==> src/hdl/scg_pkg.sv <==
package scg_pkg;

  // reset configuration word fields that the clock unit uses
  typedef struct packed {
    logic [3:0] sys_mult; // system_pll_multiplier
    logic [3:0] core_mult; // core_pll_multiplier
    logic mem_mode; // memory_clock_mode
    logic lb_mode; // local_bus_clock_mode
  } scg_rcw_s;

  localparam int SCG_UNITS = 5;
  localparam int SCG_BUS_OUTS = 5;
  localparam int SCG_LB_OUTS = 3;

  // unit indices into the unit mode vector
  localparam int SCG_U_ETH1 = 0;
  localparam int SCG_U_SERIAL = 1;
  localparam int SCG_U_CRYPTO = 2;
  localparam int SCG_U_USB = 3;
  localparam int SCG_U_BUSDMA = 4;

  typedef enum logic [1:0] {
    SCG_MODE_OFF   = 2'h0,
    SCG_MODE_FULL  = 2'h1,
    SCG_MODE_HALF  = 2'h2,
    SCG_MODE_THIRD = 2'h3
  } scg_mode_e;

  // local bus divide select codes
  localparam logic [1:0] SCG_LBDIV_2 = 2'h1;
  localparam logic [1:0] SCG_LBDIV_4 = 2'h2;
  localparam logic [1:0] SCG_LBDIV_8 = 2'h3;

  // hard-coded reset option sets (index 0 means take the word from pins)
  localparam logic [1:0] SCG_HARD_NONE = 2'h0;
  localparam scg_rcw_s SCG_HARD_A = '{sys_mult: 4'h4, core_mult: 4'h2, mem_mode: 1'b1,
                                      lb_mode: 1'b0};
  localparam scg_rcw_s SCG_HARD_B = '{sys_mult: 4'h6, core_mult: 4'h2, mem_mode: 1'b1,
                                      lb_mode: 1'b1};
  localparam scg_rcw_s SCG_HARD_C = '{sys_mult: 4'h3, core_mult: 4'h3, mem_mode: 1'b0,
                                      lb_mode: 1'b0};

  localparam logic [3:0] SCG_SYSMULT_X16 = 4'h0;
  localparam logic [3:0] SCG_SYSMULT_RSVD = 4'h1;
  localparam logic [4:0] SCG_FACTOR_16 = 5'h10;

  localparam logic [15:0] SCG_CORE_MIN_MHZ = 16'h00c8;
  localparam logic [15:0] SCG_GRADE_266 = 16'h010a;
  localparam logic [15:0] SCG_GRADE_333 = 16'h014d;
  localparam logic [15:0] SCG_GRADE_400 = 16'h0190;

  // status bundle derived from the latched configuration
  typedef struct packed {
    logic [5:0]  system_ratio;  // system bus clock : sync input
    logic [4:0]  system_factor; // decoded multiplier
    logic sys_mult_reserved;
    logic [1:0]  memory_ratio;  // memory ctrl clock : system bus clock
    logic [1:0]  local_ratio;   // local bus unit clock : system bus clock
    logic        core_in_range;
  } scg_status_s;

endpackage : scg_pkg

==> src/hdl/scg_clock_unit.sv <==
`timescale 1ns/1ps
// How it works
// - host mode uses primary_clock_in, agent mode uses agent_clock_in
// - host primary clock feeds a divide-by-two stage beside the undivided clock
// - sync_clock_out carries undivided or halved clock per input_divide_strap
// - each bus clock output picks undivided or halved via its out_clock_div_sel
// - system bus ratio is (1 + strap) times the system multiplier factor
// - processor clock is system bus clock times core_pll_multiplier
// - multiplier and mode fields latched at reset, or from hard option sets
// - memory ctrl clock is system times (1 + mode), halved to differential pair
// - memory data moves once per memory ctrl clock cycle
// - local bus unit clock is system times (1 + mode), divided to outputs
// - local bus divider ratio comes from local_bus_divide_select
// - local bus clock is one half, quarter or eighth of unit clock
// - units leave reset at a default ratio that software may change or stop
// - four units default to third rate; bus-and-DMA defaults full, off/full only
// - processor clock lies between 200 MHz and the speed grade maximum; the code does not enforce it, only flags it in core_in_range
// - system multiplier: 0000 is times sixteen, 0001 reserved, others binary
module scg_clock_unit
  import scg_pkg::*;
#(
  parameter logic [15:0] GRADE_MHZ = SCG_GRADE_400
) (
  input wire logic i_clk,                                // twice the system bus rate
  input wire logic i_srst,                               // sync reset, active high
  input wire logic i_host_mode,                          // 1 host, 0 agent
  input wire logic i_primary_clock_in,                   // host clock level
  input wire logic i_agent_clock_in,                     // agent clock level
  input wire logic i_input_divide_strap,                 // divide strap level
  input wire logic [SCG_BUS_OUTS-1:0] i_out_clock_div_sel, // 1 selects halved
  input wire scg_rcw_s i_reset_config_word_low,          // word sampled at reset
  input wire logic [1:0] i_hard_option,                  // 0 pins, else hard set
  input wire logic [1:0] i_local_bus_divide_select,      // local divider code
  input wire logic i_unit_mode_we,                       // unit mode write strobe
  input wire logic [2*SCG_UNITS-1:0] i_unit_mode,        // new unit modes
  input wire logic [6:0] i_primary_freq_mhz,             // input clock in MHz
  output logic o_sync_clock_out,                         // sync output
  output logic [SCG_BUS_OUTS-1:0] o_bus_clock_outs,      // bus clock outputs
  output logic o_memory_bus_clock_p,                     // memory clock true
  output logic o_memory_bus_clock_n,                     // memory clock complement
  output logic o_memory_data_tick,                       // one pulse per data beat
  output logic o_local_bus_sync_out,                     // local bus sync clock
  output logic [SCG_LB_OUTS-1:0] o_local_bus_clock_outs, // local bus clocks
  output logic [SCG_UNITS-1:0] o_unit_clk_en,            // unit clock enables
  output logic [2*SCG_UNITS-1:0] o_unit_mode,            // active unit modes
  output scg_rcw_s o_rcw,                                // latched configuration
  output scg_status_s o_status,                          // derived ratios
  output logic [15:0] o_core_mhz                         // processor clock MHz
);

  ////////////////////////////////////////////////////////////////////////////
  // configuration latch

  scg_rcw_s rcw_q;

  always_ff @(posedge i_clk) begin
    if (i_srst) begin
      case (i_hard_option)
        SCG_HARD_NONE: rcw_q <= i_reset_config_word_low;
        2'h1: rcw_q <= SCG_HARD_A;
        2'h2: rcw_q <= SCG_HARD_B;
        default: rcw_q <= SCG_HARD_C;
      endcase
    end
  end

  ////////////////////////////////////////////////////////////////////////////
  // primary clock selection and output muxes

  logic prim_q;
  logic prim_prev_q;
  logic half_q;

  always_ff @(posedge i_clk) begin
    if (i_srst) begin
      prim_q <= 1'b0;
      prim_prev_q <= 1'b0;
    end else begin
      prim_q <= i_host_mode ? i_primary_clock_in : i_agent_clock_in;
      prim_prev_q <= prim_q;
    end
  end

  always_ff @(posedge i_clk) begin
    if (i_srst) begin
      half_q <= 1'b0;
    end else if (prim_q && !prim_prev_q) begin
      half_q <= !half_q;
    end
  end

  always_ff @(posedge i_clk) begin
    if (i_srst) begin
      o_sync_clock_out <= 1'b0;
    end else begin
      o_sync_clock_out <= i_input_divide_strap ? half_q : prim_prev_q;
    end
  end

  always_ff @(posedge i_clk) begin
    if (i_srst) begin
      o_bus_clock_outs <= '0;
    end else begin
      for (int n = 0; n < SCG_BUS_OUTS; n++) begin
        o_bus_clock_outs[n] <= i_out_clock_div_sel[n] ? half_q : prim_prev_q;
      end
    end
  end

  ////////////////////////////////////////////////////////////////////////////
  // ratios and processor range

  function automatic logic [4:0] sys_mult_factor(input logic [3:0] code);
    if (code == SCG_SYSMULT_X16) begin
      return SCG_FACTOR_16;
    end else begin
      return {1'b0, code};
    end
  endfunction : sys_mult_factor

  logic [4:0] factor;
  logic [11:0] csb_mhz;
  logic [15:0] core_mhz;

  assign factor = sys_mult_factor(rcw_q.sys_mult);
  // host: input clock already equals sync input times (1 + strap)
  assign csb_mhz = 12'(i_primary_freq_mhz) * (i_host_mode ? 12'h001 :
                   12'(i_input_divide_strap) + 12'h001) * 12'(factor);
  assign core_mhz = 16'(csb_mhz) * 16'(rcw_q.core_mult);

  always_ff @(posedge i_clk) begin
    if (i_srst) begin
      o_rcw <= '0;
    end else begin
      o_rcw <= rcw_q;
    end
  end

  always_ff @(posedge i_clk) begin
    if (i_srst) begin
      o_core_mhz <= '0;
    end else begin
      o_core_mhz <= core_mhz;
    end
  end

  always_ff @(posedge i_clk) begin
    if (i_srst) begin
      o_status <= '0;
    end else begin
      o_status.system_factor <= factor;
      o_status.system_ratio <= 6'(factor) * (6'(i_input_divide_strap) + 6'h01);
      o_status.sys_mult_reserved <= rcw_q.sys_mult == SCG_SYSMULT_RSVD;
      o_status.memory_ratio <= 2'(rcw_q.mem_mode) + 2'h1;
      o_status.local_ratio <= 2'(rcw_q.lb_mode) + 2'h1;
      o_status.core_in_range <= core_mhz >= SCG_CORE_MIN_MHZ && core_mhz <= GRADE_MHZ;
    end
  end

  ////////////////////////////////////////////////////////////////////////////
  // internal clock ticks: i_clk is twice the system bus rate

  logic phase_q;
  logic csb_tick;
  logic ddr_tick;
  logic lb_tick;

  always_ff @(posedge i_clk) begin
    if (i_srst) begin
      phase_q <= 1'b0;
    end else begin
      phase_q <= !phase_q;
    end
  end

  assign csb_tick = phase_q;
  assign ddr_tick = rcw_q.mem_mode | phase_q;
  assign lb_tick = rcw_q.lb_mode | phase_q;

  always_ff @(posedge i_clk) begin
    if (i_srst) begin
      o_memory_bus_clock_p <= 1'b0;
      o_memory_bus_clock_n <= 1'b1;
    end else if (ddr_tick) begin
      o_memory_bus_clock_p <= !o_memory_bus_clock_p;
      o_memory_bus_clock_n <= o_memory_bus_clock_p;
    end
  end

  // one beat per memory ctrl clock
  always_ff @(posedge i_clk) begin
    if (i_srst) begin
      o_memory_data_tick <= 1'b0;
    end else begin
      o_memory_data_tick <= ddr_tick;
    end
  end

  ////////////////////////////////////////////////////////////////////////////
  // local bus divider

  logic [1:0] lb_cnt_q;
  logic [1:0] lb_last;

  always_comb begin
    case (i_local_bus_divide_select)
      SCG_LBDIV_4: lb_last = 2'h1;
      SCG_LBDIV_8: lb_last = 2'h3;
      default: lb_last = 2'h0;
    endcase
  end

  // toggle every 1, 2 or 4 unit ticks
  always_ff @(posedge i_clk) begin
    if (i_srst) begin
      lb_cnt_q <= '0;
      o_local_bus_sync_out <= 1'b0;
      o_local_bus_clock_outs <= '0;
    end else if (lb_tick) begin
      if (lb_cnt_q >= lb_last) begin
        lb_cnt_q <= '0;
        o_local_bus_sync_out <= !o_local_bus_sync_out;
        o_local_bus_clock_outs <= {SCG_LB_OUTS{!o_local_bus_sync_out}};
      end else begin
        lb_cnt_q <= lb_cnt_q + 2'h1;
      end
    end
  end

  ////////////////////////////////////////////////////////////////////////////
  // configurable unit clocks

  for (genvar u = 0; u < SCG_UNITS; u++) begin : g_unit
    localparam logic [1:0] DEF = (u == SCG_U_BUSDMA) ? SCG_MODE_FULL : SCG_MODE_THIRD;
    logic [1:0] req_q;
    logic [1:0] mode_q;
    logic [1:0] cnt_q;
    logic [1:0] last;
    logic [1:0] wr;

    assign wr = i_unit_mode[2*u +: 2];
    assign last = (mode_q == SCG_MODE_THIRD) ? 2'h2 :
                  (mode_q == SCG_MODE_HALF) ? 2'h1 : 2'h0;

    always_ff @(posedge i_clk) begin
      if (i_srst) begin
        req_q <= DEF;
      end else if (i_unit_mode_we) begin
        // bus-and-DMA takes off or full only
        if (u != SCG_U_BUSDMA || wr == SCG_MODE_OFF || wr == SCG_MODE_FULL) begin
          req_q <= wr;
        end
      end
    end

    // new ratio only at a period boundary
    // switching mid-period would leave a runt pulse
    always_ff @(posedge i_clk) begin
      if (i_srst) begin
        mode_q <= DEF;
        cnt_q <= '0;
      end else if (csb_tick) begin
        if (cnt_q >= last) begin
          cnt_q <= '0;
          mode_q <= req_q;
        end else begin
          cnt_q <= cnt_q + 2'h1;
        end
      end
    end

    always_ff @(posedge i_clk) begin
      if (i_srst) begin
        o_unit_clk_en[u] <= 1'b0;
        o_unit_mode[2*u +: 2] <= DEF;
      end else begin
        o_unit_clk_en[u] <= csb_tick && cnt_q == '0 && mode_q != SCG_MODE_OFF;
        o_unit_mode[2*u +: 2] <= mode_q;
      end
    end
  end

endmodule : scg_clock_unit

==> config.mk <==
export PLATFORM = sky130hd
export DESIGN_NAME = scg_clock_unit
export DESIGN_NICKNAME = d
export VERILOG_FILES = /design/src/hdl/scg_pkg.sv /design/src/hdl/scg_clock_unit.sv
export SDC_FILE = /design/constraint.sdc
export NUM_CORES = 1
export LEC_CHECK = 0
export BUFFER_PORTS_ARGS = -buffer_cell sky130_fd_sc_hd__buf_2
export CORE_MARGIN = 4
export CORE_UTILIZATION = 47
export CTS_CLUSTER_DIAMETER = 50
export CTS_CLUSTER_SIZE = 20
export DETAILED_ROUTE_END_ITERATION = 10
export GPL_TIMING_DRIVEN = 0
export PLACE_DENSITY_LB_ADDON = 0.15
export SYNTH_ARGS = -nofsm -noshare
export SYNTH_HDL_FRONTEND = slang
export SYNTH_SLANG_ARGS = --single-unit
==> constraint.sdc <==
create_clock -name i_clk -period 11.85 [get_ports i_clk]
set_clock_uncertainty 0.2 [all_clocks]
set_input_delay 0.5925 -clock i_clk [delete_from_list [all_inputs] [get_ports i_clk]]
set_output_delay 0.5925 -clock i_clk [all_outputs]
set_load 0.02 [all_outputs]
# After elaboration in Yosys (flattened, before gate mapping)
# Index checks and enable logic that the tools add are counted.
# W data, S select, Z words.
dict set report classes {
  add_sub_neg 10
  n_mul 4
  magnitude_cmp 8
  n_eq_ne 16
  n_mux 27
  bitwise 2
  reduce_logical 38
}
# op count
set op_table {}
lappend op_table {{$pmux W10 S3} 1}
lappend op_table {{$eq A2 B2 Y1 const B} 13}
lappend op_table {{$mux W2} 12}
lappend op_table {{$ge A16 B8 Y1 const B} 1}
lappend op_table {{$le A16 B9 Y1 const B} 1}
lappend op_table {{$mul A12 B4 Y16} 1}
lappend op_table {{$logic_not A2 Y1} 7}
lappend op_table {{$reduce_and A2 Y1} 7}
lappend op_table {{$add A2 B1 Y2 const B} 6}
lappend op_table {{$ge A2 B2 Y1} 6}
lappend op_table {{$logic_and A1 B1 Y1} 12}
lappend op_table {{$mul A9 B5 Y12} 1}
lappend op_table {{$mux W1} 12}
lappend op_table {{$reduce_bool A2 Y1} 5}
lappend op_table {{$mul A7 B2 Y9} 1}
lappend op_table {{$add A1 B1 Y2 const B} 4}
lappend op_table {{$mul A5 B2 Y6} 1}
lappend op_table {{$logic_not A1 Y1} 5}
lappend op_table {{$mux W5} 1}
lappend op_table {{$eq A2 B1 Y1 const B} 2}
lappend op_table {{$eq A4 B1 Y1 const B} 1}
lappend op_table {{$logic_not A4 Y1} 1}
lappend op_table {{$pmux W2 S2} 1}
lappend op_table {{$or A1 B1 Y1} 2}
lappend op_table {{$logic_or A1 B1 Y1} 1}
dict set report totals {
  reg_bits 115
  in_bits 43
  out_inout_bits 71
  elab_cells 157
}

# Depth between registers and ports, before layout
# Gate-level depths: netlist of the first run.
dict set report logic_depth {
  depth_word 7
  mapped_depth 33
  mapped_depth_nobuf 32
}

# Worst setup path before layout of the first run
# OpenSTA, ideal clock, no wires.
dict set report synth_timing {
  path_kind {input to register}
  startpoint {input i_input_divide_strap}
  endpoint {register o_status[0] (netlist name)}
  setup_time_ns 0.116
  arrival_ns 7.708
  setup_slack_ns 3.827
  stages 31
  n_path_buf 1
  path_cell_list {buf_4 > nor2b_1 > and2_1 > ha_1 > a211oi_2 > nor2_1 > or2_2 > a21oi_1 > xnor2_1 > and2_1 > fa_1 > fa_1 > inv_1 > fa_1 > inv_1 > ha_1 > o41ai_1 > xnor2_1 > and2_1 > fa_1 > inv_1 > fa_1 > inv_1 > ha_1 > a21o_1 > a21o_1 > a221o_1 > a41oi_2 > xnor2_1 > and3_1 > and3_1}
}
dict set report synth_between {
  elab_chain_cells 7
  elab_cells_between_ends 8
  cone_classes {1 x add/sub; 3 x mul; 2 x order compare; 1 x mux; 1 x reduce/logical}
}
# item line
set synth_lines {}
lappend synth_lines {{start: declaration} scg_clock_unit.sv:29} ;# input wire logic i_input_divide_strap,
lappend synth_lines {{$add A1 B1 Y2 *} scg_clock_unit.sv:128} ;# 12'(i_input_divide_strap) + 12'h001) * 12'(factor);
lappend synth_lines {{$mux W2 *} scg_clock_unit.sv:127} ;# assign csb_mhz = 12'(i_primary_freq_mhz) * (i_host_mode ? 12'h001 :
lappend synth_lines {{$mul A7 B2 Y9 *} scg_clock_unit.sv:127}
lappend synth_lines {{$mul A9 B5 Y12 *} scg_clock_unit.sv:128}
lappend synth_lines {{$mul A12 B4 Y16 *} scg_clock_unit.sv:129} ;# assign core_mhz = 16'(csb_mhz) * 16'(rcw_q.core_mult);
lappend synth_lines {{$ge A16 B8 Y1 / $le A16 B9 Y1 (equally long branches)} scg_clock_unit.sv:156} ;# o_status.core_in_range <= core_mhz >= SCG_CORE_MIN_MHZ && core_mhz <= GRADE_MHZ;
lappend synth_lines {{$logic_and A1 B1 Y1 *} scg_clock_unit.sv:156}
lappend synth_lines {{end: declaration} scg_clock_unit.sv:47} ;# output scg_status_s o_status,
# Every way passes the cells marked *; elsewhere a longest branch is shown, timed or not.
# A chain may end at the register's enable or synchronous reset.

# Worst setup path in the final report of the first run
# Ends and elaborated chain as after synthesis.

==> impl_metrics.csv, run 1 <==
group,metric,value,unit
routing,drc,0,
floorplan,core.rowCount,44,
global_routing,antenna_found_initial,0,
power,ir_drop,0.143,mV
sta,relSlewSlack,25.0,%
logic_synthesis,yosysUniqueCellTypes,51,
global_routing,grtUsageTotal,18.2,%
logic_synthesis,synth_cells,781,
setup_path,cp_common_cell,"fa_1",
logic_synthesis,yosys.area.top_type,"dfxtp_1",
setup_path,cp_max_fo,10,
floorplan,die_x,131,µm
sta,finalMaxSlewViolations,0,
routing,drtIter0Drc,229,
clock_network,cts_tree,"built",
setup_path,startpoint,"i_input_divide_strap",
setup_path,rr_worst_depth,26,
layout,fin_nets,1051,
placed_design,gp_congestion,0.804,
clock_network,h-tree-depth,3,
setup_path,r2r_start,"rcw_q[9]",
global_routing,grt_max_degree,18,
clock_network,cts_root_buffer,"clkbuf_16",
power,powerDensity,219,nW/µm²
routing,route.detailed.wl_per_inst,13.9,µm
placed_design,io_buffers,113,
sta,rsz0062_at_grt,"no",
logic_synthesis,yosys_warnings,0,
routing,vias,5442,
power,combPwrFrac,58.8,%
setup_path,arrival,8.60,ns
placed_design,dp_hpwl,12.2,mm
logic_synthesis,syn-num-nets,927,
logic_synthesis,netlist_area,7130,µm²
clock_network,cts.clk_slew.worst_paths,0.07,ns
clock_network,cts_setup_buffers,0,
clock_network,postCtsHoldBufs,0,
setup_path,critPathKind,"in -> reg",
floorplan,top_level_ports,114,
logic_synthesis,yosys-top-cells-area,"dfxtp_1 (29%), fa_1 (12%), ha_1 (11%)",
hold_path,hold_class,"in -> reg",
logic_synthesis,synth.top_cell.area_share,28.6,%
power,p_sw_share,42.6,%
clock_network,clock-sinks,112,
layout,areaGrowthSynthToFinish,15.4,%
setup_path,r2r_slack,3.82,ns
routing,dr.pass1.iters,4,
setup_path,cp_num_cells,32,
hold_path,min_from,"i_unit_mode[0]",
clock_network,cts_resized,0,
global_routing,grt_pass1_wl,26.2,mm
setup_path,crit_path_end_kind,"register",
setup_path,start_kind,"primary input",
floorplan,fp.dieH,131,µm
clock_network,clock_latency,0.35,ns
logic_synthesis,async_flop_share,0,%
sta,setup-tns-final,0,ns
logic_synthesis,syn_area_per_cell,9.13,µm²
setup_path,crit_family,"adder cells",
power,switching_power,0.000767,W
setup_path,critPathMaxStageDelay,0.55,ns
power,clkPwrFrac,16.9,%
setup_path,cp.buffers_inverters,6,
layout,finalInstanceArea,8230,µm²
global_routing,grt_pass1_vias,5352,
floorplan,start_util,48.5,%
power,pwr-share-seq,24.3,%
setup_path,slowest_stage,"fa_1",
sta,hold_viol_final,0,
run_status,status,"complete, no violations",
sta,final.setup.worst_slack,3.34,ns
floorplan,core,14700,µm²
clock_network,clk_path_buf_depth,2,
logic_synthesis,synth-main-ff-cell,"dfxtp_1",
routing,viasPerCell,4.97,
placed_design,place_area,7930,µm²
placed_design,place_ws,2.96,ns
floorplan,dieArea,17200,µm²
flow_run,drv_cap,0,
sta,clock.fmax,0.117,GHz
layout,drive_gt1_share,16.8,%
routing,wl,15.2,mm
clock_network,cts_buffers,9,
hold_path,holdPathStages,2,
global_routing,overflow,0,
sta,setup_viol,0,
power,p_leak,4.08,nW
logic_synthesis,ys_seq_area_share,32.8,%
setup_path,worstPathRequired,11.94,ns
routing,ant_nets,0,
sta,worstMarginPinSlew,1.11,ns
logic_synthesis,synth_edf_count,10,
sta,fin_crit,8.51,ns
logic_synthesis,ys_ff_latch,112,
sta,finalCritPeriodShare,71.8,%
layout,antenna_cells,0,
power,p_int,0.00104,W
==> per-stage QoR <==
stage	util [%]	hold WS, ns	std cells	power, W
2_1_floorplan	-	0.230	781	0.00130
3_3_place_gp	53.9	0.242	1078	0.00151
3_5_place_dp	53.9	0.242	1078	0.00151
4_1_cts	56.0	0.234	1094	0.00182
5_1_grt	56.0	0.256	1094	0.00199
6_report	56.0	0.243	1094	0.00180
==> area by class of cell <==
class                   count  area, µm²
repair buffers            113        566
flip-flops and latches    112       2340
multi-input cells         555       4340
inverters                  83        312
plain buffers              31        139
clock inverters             4       52.6
clock buffers              12        246
fillers                  1377       6470
well taps                 184        230
==> power by group through the flow <==
stage	Clock, W	Combinational, W	Sequential [W]
after floorplan	0	0.000819	0.000477
after global placement	0	0.00106	0.000447
after detailed placement	0	0.00107	0.000447
after CTS	0.000310	0.00107	0.000439
after global routing	0.000324	0.00122	0.000442
final	0.000305	0.00106	0.000438
==> synthesized netlist by cell type (3+ instances only) <==
cell type	number
a211o_1	4
a211oi_1	5
a21o_1	10
a21oi_1	31
a31oi_1	4
and2_1	65
and3_1	11
buf_4	6
clkbuf_1	24
dfxtp_1	102
edfxtp_1	10
fa_1	41
ha_1	62
inv_1	83
mux2i_1	27
nand2_1	63
nand2b_1	28
nand3_1	14
nor2_1	56
nor2b_1	31
nor3_1	5
o21a_1	3
o21ai_0	24
or2_2	11
xnor2_1	19
xor2_1	7
==> sequential cells by signal (all words and copies together) (netlist names), 10 cells and up <==
signal and cells:
o_status 15, rcw_q 10, o_unit_mode 10, g_unit.mode_q 10, g_unit.cnt_q 10, o_core_mhz 16, g_unit.req_q 10, o_rcw 10
==> kinds of logic after synthesis <==
logic type,after synthesis,share of synthesized area (%)
buffers and inverters,114,6.32
adders and majority gates,103,22.4
and+or+nand+nor,294,21.6
DFF,112,32.8
AOI/OAI and AO/OA,105,9.88
muxes,27,3.79
xor gates and xnor gates,26,3.19
==> layout by cell type (no fill, tap or decap), types with 2 or more instances in the layout <==
cell       synthesis  routed
o21ai_0           24      24
edfxtp_1          10      10
and3_1            11      11
a221oi_2           2       2
xnor2_1           19      19
o311a_1            2       2
o211ai_1           2       2
dfxtp_1          102     102
clkbuf_16          0       9
nor3b_1            2       2
xor2_1             7       7
a31oi_1            4       4
a211oi_1           5       5
mux2i_1           27      27
a21o_1            10      10
buf_2              0     113
nor4_1             2       2
a21boi_0           2       2
o21bai_1           2       2
a211o_1            4       4
nor2_1            56      56
nand2_1           63      63
inv_1             83      83
clkbuf_1          24      26
o2111a_1           2       2
or3_1              2       2
fa_1              41      41
o21a_1             3       3
and2_1            65      65
buf_4              6       6
nor3_1             5       5
or2_2             11      11
a21oi_1           31      31
nand2b_1          28      28
nor2b_1           31      31
ha_1              62      62
nand3_1           14      14
a21oi_2            2       2
==> path summary, 6_finish.rpt <==
path | end
setup / recovery | o_status[0]
hold / removal | g_unit[0].req_q[0]
setup reg to reg | o_status[0]
hold reg to reg | prim_prev_q
==> routing by layer <==
layer	GRT usage [%]	up-vias	share of wire [%]
met5	0	-	0
met2	33.1	75	50
met4	4.84	0	1.5
met3	2.37	15	3.2
met1	22.9	2560	45
li1	-	2792	-
No activity file was read; power rests on OpenSTA's default activity.
==> run 2: changes to the inputs <==
--- a/config.mk
+++ b/config.mk
@@ -5,6 +5,7 @@
 export SDC_FILE = /design/constraint.sdc
 export NUM_CORES = 1
 export LEC_CHECK = 0
+export ABC_AREA = 1
 export BUFFER_PORTS_ARGS = -buffer_cell sky130_fd_sc_hd__buf_2
 export CORE_MARGIN = 4
 export CORE_UTILIZATION = 47
==> constraint.sdc (replaced) <==
create_clock -name i_clk -period 8 [get_ports i_clk]
set_clock_uncertainty 0.2 [all_clocks]
set_input_delay 0.4 -clock i_clk [delete_from_list [all_inputs] [get_ports i_clk]]
set_output_delay 0.4 -clock i_clk [all_outputs]
set_load 0.02 [all_outputs]
==> run 2 against run 1 <==
Against the previous run:
- utilization up 0.16 points
- sequential share of layout area down 0.18 points
- wire length up 1.8%
- critical path depth up 6
- non-clock buffer count down 7
- combinational power up 62%
- sequential power up 50%
==> impl_metrics.csv, run 2 <==
group,metric,value,unit
placed_design,gp_congestion,0.822,
routing,route.detailed.wl_per_inst,12.2,µm
logic_synthesis,ys_seq_area_share,32.7,%
setup_path,critPathKind,"in -> reg",
floorplan,die_x,131,µm
floorplan,core.rowCount,44,
clock_network,cts_tree,"built",
global_routing,grt_pass1_vias,5908,
logic_synthesis,synth_top_family_by_area,"simple AND/OR/NAND/NOR gates",
setup_path,worstPathRequired,8.05,ns
sta,setup_viol,0,
hold_path,min_to,"o_bus_clock_outs[2]",
routing,viasPerCell,4.76,
floorplan,top_level_ports,114,
logic_synthesis,muxShareOfSynthArea,0,%
layout,fillers,1410,
logic_synthesis,yosys.area_share.simple,24.0,%
clock_network,cts_buffers,9,
sta,rsz0062_at_grt,"no",
layout,areaGrowthSynthToFinish,15.6,%
logic_synthesis,yosysMostFrequentCell,"nand2_1",
logic_synthesis,synth-xor-area-share,1.83,%
setup_path,r2r_end,"o_status[0]",
logic_synthesis,synth-main-ff-cell,"dfxtp_1",
setup_path,cp_max_fo,10,
layout,regMostFlops,"o_core_mhz",
placed_design,io_buffers,112,
placed_design,dp_hpwl,12.5,mm
sta,finalMaxSlewViolations,0,
clock_network,clk_path_buf_depth,2,
global_routing,antenna_found_initial,0,
routing,vias,6049,
setup_path,cp_common_cell,"inv_1",
layout,final_cell_mix,"nand2_1 (202), inv_1 (192), nor2_1 (132)",
routing,drc,0,
sta,relSlewSlack,53.4,%
flow_run,drv_cap,0,
logic_synthesis,synth_edf_count,10,
setup_path,critPathMaxStageDelay,0.54,ns
routing,wl_met2,7.11,mm
setup_path,r2r_slack,0.97,ns
logic_synthesis,synth_cells,958,
sta,hold_viol_final,0,
hold_path,holdPathStages,2,
setup_path,crit_path_end_kind,"register",
logic_synthesis,yosys-top-cells-area,"dfxtp_1 (29%), fa_1 (11%), ha_1 (11%)",
logic_synthesis,async_flop_share,0,%
run_status,status,"complete, no violations",
global_routing,grtUsageTotal,18.7,%
setup_path,r2r_start,"rcw_q[8]",
setup_path,slowest_stage,"fa_1",
logic_synthesis,yosys_warnings,0,
logic_synthesis,syn-num-nets,1104,
sta,hold-worst-slack,0.0315,ns
logic_synthesis,netlist_area,7160,µm²
layout,antenna_cells,0,
logic_synthesis,ys_ff_latch,112,
routing,drtIter0Drc,219,
placed_design,place_area,7950,µm²
logic_synthesis,yosysUniqueCellTypes,35,
layout,postLayoutCoreUtil,56.1,%
routing,wl,15.5,mm
global_routing,grt_max_degree,21,
routing,wl_met3,982,µm
power,ir_drop,0.186,mV
routing,dr.pass1.iters,4,
setup_path,rr_worst_depth,30,
setup_path,arrival,7.41,ns
sta,fin_crit,7.37,ns
power,p_leak,4.58,nW
layout,fin_nets,1228,
sta,clock.fmax,0.136,GHz
layout,reg_top3,"o_core_mhz (16), o_status (15)",
floorplan,fp.dieH,131,µm
layout,largest_register_ffs,16,
layout,final_common_cell,"nand2_1",
power,power.total,0.00282,W
logic_synthesis,yosys.area.top_type,"dfxtp_1",
logic_synthesis,synth_compound_area_share,7.08,%
floorplan,core,14800,µm²
power,powerDensity,340,nW/µm²
global_routing,grt_pass1_wl,27.2,mm
sta,finalCritPeriodShare,92.1,%
clock_network,clock_latency,0.35,ns
layout,multi_input_area,3970,µm²
clock_network,cts_root_buffer,"clkbuf_16",
layout,seqCellArea,2340,µm²
hold_path,hold_class,"in -> reg",
routing,ant_nets,0,
clock_network,clock-sinks,112,
routing,wl_met1,7.27,mm
clock_network,cts.clk_slew.worst_paths,0.07,ns
logic_synthesis,synth_commonest_cells,"nand2_1 (202), inv_1 (193), nor2_1 (133), dfxtp_1 (102), ha_1 (62)",
hold_path,min_from,"i_out_clock_div_sel[2]",
floorplan,dieArea,17300,µm²
clock_network,postCtsHoldBufs,0,
floorplan,start_util,48.5,%
logic_synthesis,syn_area_per_cell,7.47,µm²
layout,finalInstanceArea,8280,µm²
logic_synthesis,yosys.area_share.adder,22.3,%
clock_network,h-tree-depth,3,
logic_synthesis,synth.top_cell.area_share,28.5,%
setup_path,start_kind,"primary input",
sta,worstMarginPinSlew,0.699,ns
layout,drive_gt1_share,14.4,%
global_routing,overflow,0,
routing,top_layer,"met4",
## run 2: per-stage QoR
| step | instances | worst slack, ns | TNS [ns] |
|---|---|---|---|
| 2_1_floorplan | 958 | 0.876 | 0 |
| 3_3_place_gp | 1254 | 0.0503 | 0 |
| 3_5_place_dp | 1254 | -0.0235 | -0.0235 |
| 4_1_cts | 1270 | 0.346 | 0 |
| 5_1_grt | 1271 | 0.0360 | 0 |
| 6_report | 1271 | 0.634 | 0 |
## run 2: final cells by class
| type | count | share of cell area, % |
|---|---|---|
| Timing Repair Buffer | 113 | 6.86 |
| Inverter | 199 | 9.07 |
| Buffer | 24 | 1.44 |
| Tap cell | 184 | 2.78 |
| Clock buffer | 10 | 2.77 |
| Sequential cell | 112 | 28.3 |
| Clock inverter | 6 | 0.816 |
| Multi-Input combinational cell | 623 | 48.0 |
## run 2: routing by layer
layer	track usage, %	vias to the layer above
li1	-	3196
met1	24.8	2737
met2	30.9	106
met3	5.47	10
met4	3.62	0
met5	0	-
## run 2: cell families (layout without fill, tap and decap cells)
family	after synthesis	count (layout)
xor+xnor	15	15
buf+inv	223	352
flops	112	112
simple gates	415	415
compound gates	90	90
fa+ha+maj	103	103
## run 2: where the power goes
part,switching (W),internal (W)
clock,0.000219,0.000219
combinational,0.00109,0.000633
sequential,0.0000240,0.000634
total,0.00133,0.00149
## run 2: timing repair
item                       in CTS  in global routing
setup buffers                   0                  1
setup endpoints to repair       0                  6
hold endpoints to repair        0                  0
resized for setup               0                  5
## run 2: worst max path at each step
stage           startpoint          end  slack, ns
2_1_floorplan  i_host_mode  o_status[0]       0.88
3_3_place_gp   i_host_mode  o_status[0]       0.05
3_5_place_dp   i_host_mode  o_status[0]      -0.02
4_1_cts        i_host_mode  o_status[0]       0.35
5_1_grt        i_host_mode  o_status[0]       0.04
6_report       i_host_mode  o_status[0]       0.63
## run 2: critical path, delay by kind of cell
family / cells / cell delay (ns)
AND/OR/NAND/NOR: 11 / 1.07
adder cells (fa/ha/maj): 9 / 3.83
buffers and inverters: 11 / 0.84
AO/OA/AOI/OAI: 5 / 0.80
XOR/XNOR: 2 / 0.48
==> run 3: changes to the inputs <==
--- a/config.mk
+++ b/config.mk
@@ -14,6 +14,7 @@
 export DETAILED_ROUTE_END_ITERATION = 10
 export GPL_TIMING_DRIVEN = 0
 export PLACE_DENSITY_LB_ADDON = 0.15
+export RECOVER_POWER = 50
 export SYNTH_ARGS = -nofsm -noshare
 export SYNTH_HDL_FRONTEND = slang
 export SYNTH_SLANG_ARGS = --single-unit
==> run 3 against run 2 <==
Against the previous run:
- first-iteration DRC count shrank 0.91%
- largest power group unchanged
- global-route usage is the same
- design area shrank 0.98%
- worst hold slack gained 0.0036 ns
==> impl_metrics.csv, run 3 (synthesized netlist as in run 2, its figures left out) <==
group,metric,value,unit
sta,rsz0062_at_grt,"no",
placed_design,place_area,7950,µm²
layout,largest_register_ffs,16,
setup_path,critPathKind,"in -> reg",
placed_design,io_buffers,112,
sta,relSlewSlack,52.9,%
floorplan,start_util,48.5,%
clock_network,cts_tree,"built",
power,powerDensity,342,nW/µm²
placed_design,place_ws,-0.0235,ns
clock_network,clock_latency,0.35,ns
sta,finalCritPeriodShare,92.1,%
layout,seqCellArea,2340,µm²
floorplan,dieArea,17300,µm²
flow_run,drv_cap,0,
routing,drtIter0Drc,217,
layout,final_cell_mix,"nand2_1 (202), inv_1 (192), nor2_1 (132)",
setup_path,cp_common_cell,"inv_1",
routing,viasPerCell,4.75,
setup_path,arrival,7.41,ns
routing,route.detailed.wl_per_inst,12.2,µm
layout,final_common_cell,"nand2_1",
sta,final.setup.worst_slack,0.633,ns
power,ir_drop,0.186,mV
floorplan,die_x,131,µm
floorplan,top_level_ports,114,
clock_network,clock-sinks,112,
setup_path,cp_max_fo,10,
hold_path,hold_class,"in -> reg",
clock_network,cts_buffers,9,
floorplan,fp.dieH,131,µm
clock_network,clk_path_buf_depth,2,
routing,drc,0,
layout,antenna_cells,0,
run_status,status,"complete, no violations",
routing,ant_nets,0,
global_routing,grt_pass1_vias,5908,
sta,finalMaxSlewViolations,0,
power,power.total,0.00281,W
sta,setup_viol,0,
layout,drive_gt1_share,8.37,%
setup_path,r2r_slack,0.97,ns
global_routing,grt_pass1_wl,27.2,mm
floorplan,core,14800,µm²
setup_path,critical_path.endpoint,"o_status[0]",
global_routing,grtUsageTotal,18.7,%
clock_network,cts_root_buffer,"clkbuf_16",
sta,clock.fmax,0.136,GHz
sta,hold_viol_final,0,
layout,reg_top3,"o_core_mhz (16), o_status (15)",
global_routing,grt_max_degree,21,
sta,worstMarginPinSlew,0.706,ns
setup_path,start_kind,"primary input",
global_routing,overflow,0,
layout,regMostFlops,"o_core_mhz",
routing,wl,15.5,mm
sta,hold-worst-slack,0.0351,ns
power,p_leak,4.36,nW
floorplan,core.rowCount,44,
routing,vias,6031,
clock_network,h-tree-depth,3,
layout,areaGrowthSynthToFinish,14.5,%
sta,fin_crit,7.37,ns
setup_path,r2r_start,"rcw_q[8]",
setup_path,rr_worst_depth,30,
layout,fillers,1450,
setup_path,slowest_stage,"fa_1",
clock_network,cts.clk_slew.worst_paths,0.07,ns
setup_path,startpoint,"i_host_mode",
layout,multi_input_area,3970,µm²
hold_path,min_from,"i_out_clock_div_sel[2]",
routing,dr.pass1.iters,4,
setup_path,crit_path_end_kind,"register",
setup_path,worstPathRequired,8.04,ns
setup_path,r2r_end,"o_status[0]",
layout,finalInstanceArea,8200,µm²
placed_design,dp_hpwl,12.5,mm
setup_path,critPathMaxStageDelay,0.54,ns
placed_design,gp_congestion,0.822,
sta,setup-tns-final,0,ns
layout,fin_nets,1228,
global_routing,antenna_found_initial,0,
## run 3: worst max-delay path, delay by kind of cell
kind                     cells  cell delay, ns
AO/OA/AOI/OAI                5            0.80
XOR/XNOR                     2            0.48
adder cells (fa/ha/maj)      9            3.83
buffers and inverters       11            0.84
AND/OR/NAND/NOR             11            1.06
## run 3: where the power goes
| part | switching, W | internal (W) |
|---|---|---|
| clock | 0.000218 | 0.000219 |
| sequential | 0.0000254 | 0.000634 |
| combinational | 0.00109 | 0.000622 |
## run 3: how the worst min path moves through the flow
stage | to | depth (start not counted)
floorplan | g_unit[4].req_q[1] | 2
global placement | g_unit[4].req_q[1] | 2
detailed placement | g_unit[4].req_q[1] | 2
CTS | o_bus_clock_outs[4] | 2
global route | o_bus_clock_outs[4] | 2
finish | o_bus_clock_outs[2] | 2
## run 3: final cells by class
| type | count | share of cell area [%] |
|---|---|---|
| inverter | 199 | 9.16 |
| buffer | 24 | 1.45 |
| timing repair buffer | 113 | 5.94 |
| multi-input combinational | 623 | 48.5 |
| tap | 184 | 2.81 |
| clock buffer | 10 | 2.79 |
| sequential | 112 | 28.6 |
| clock inverter | 6 | 0.824 |
## run 3: what timing repair did
item | CTS | global route
endpoints found under the setup margin | 0 | 6
gates resized for setup | 0 | 5
hold buffers | 0 | 0
setup buffers | 0 | 1
## run 3: routing by layer
layer | track usage (%) | wire length [µm] | vias to the layer above | share of wire (%)
li1 | - | - | 3195 | -
met1 | 24.8 | 7370 | 2719 | 48
met2 | 30.9 | 7160 | 109 | 46
met3 | 5.47 | 865 | 8 | 5.6
met4 | 3.62 | 106 | 0 | 0.68
met5 | 0 | 0 | - | 0
## run 3: metrics by stage
stage,utilization (%),std cells
final,55.6,1271
after global routing,55.6,1271
after CTS,55.9,1270
after detailed placement,53.9,1254
after global placement,53.9,1254
after floorplan,-,958
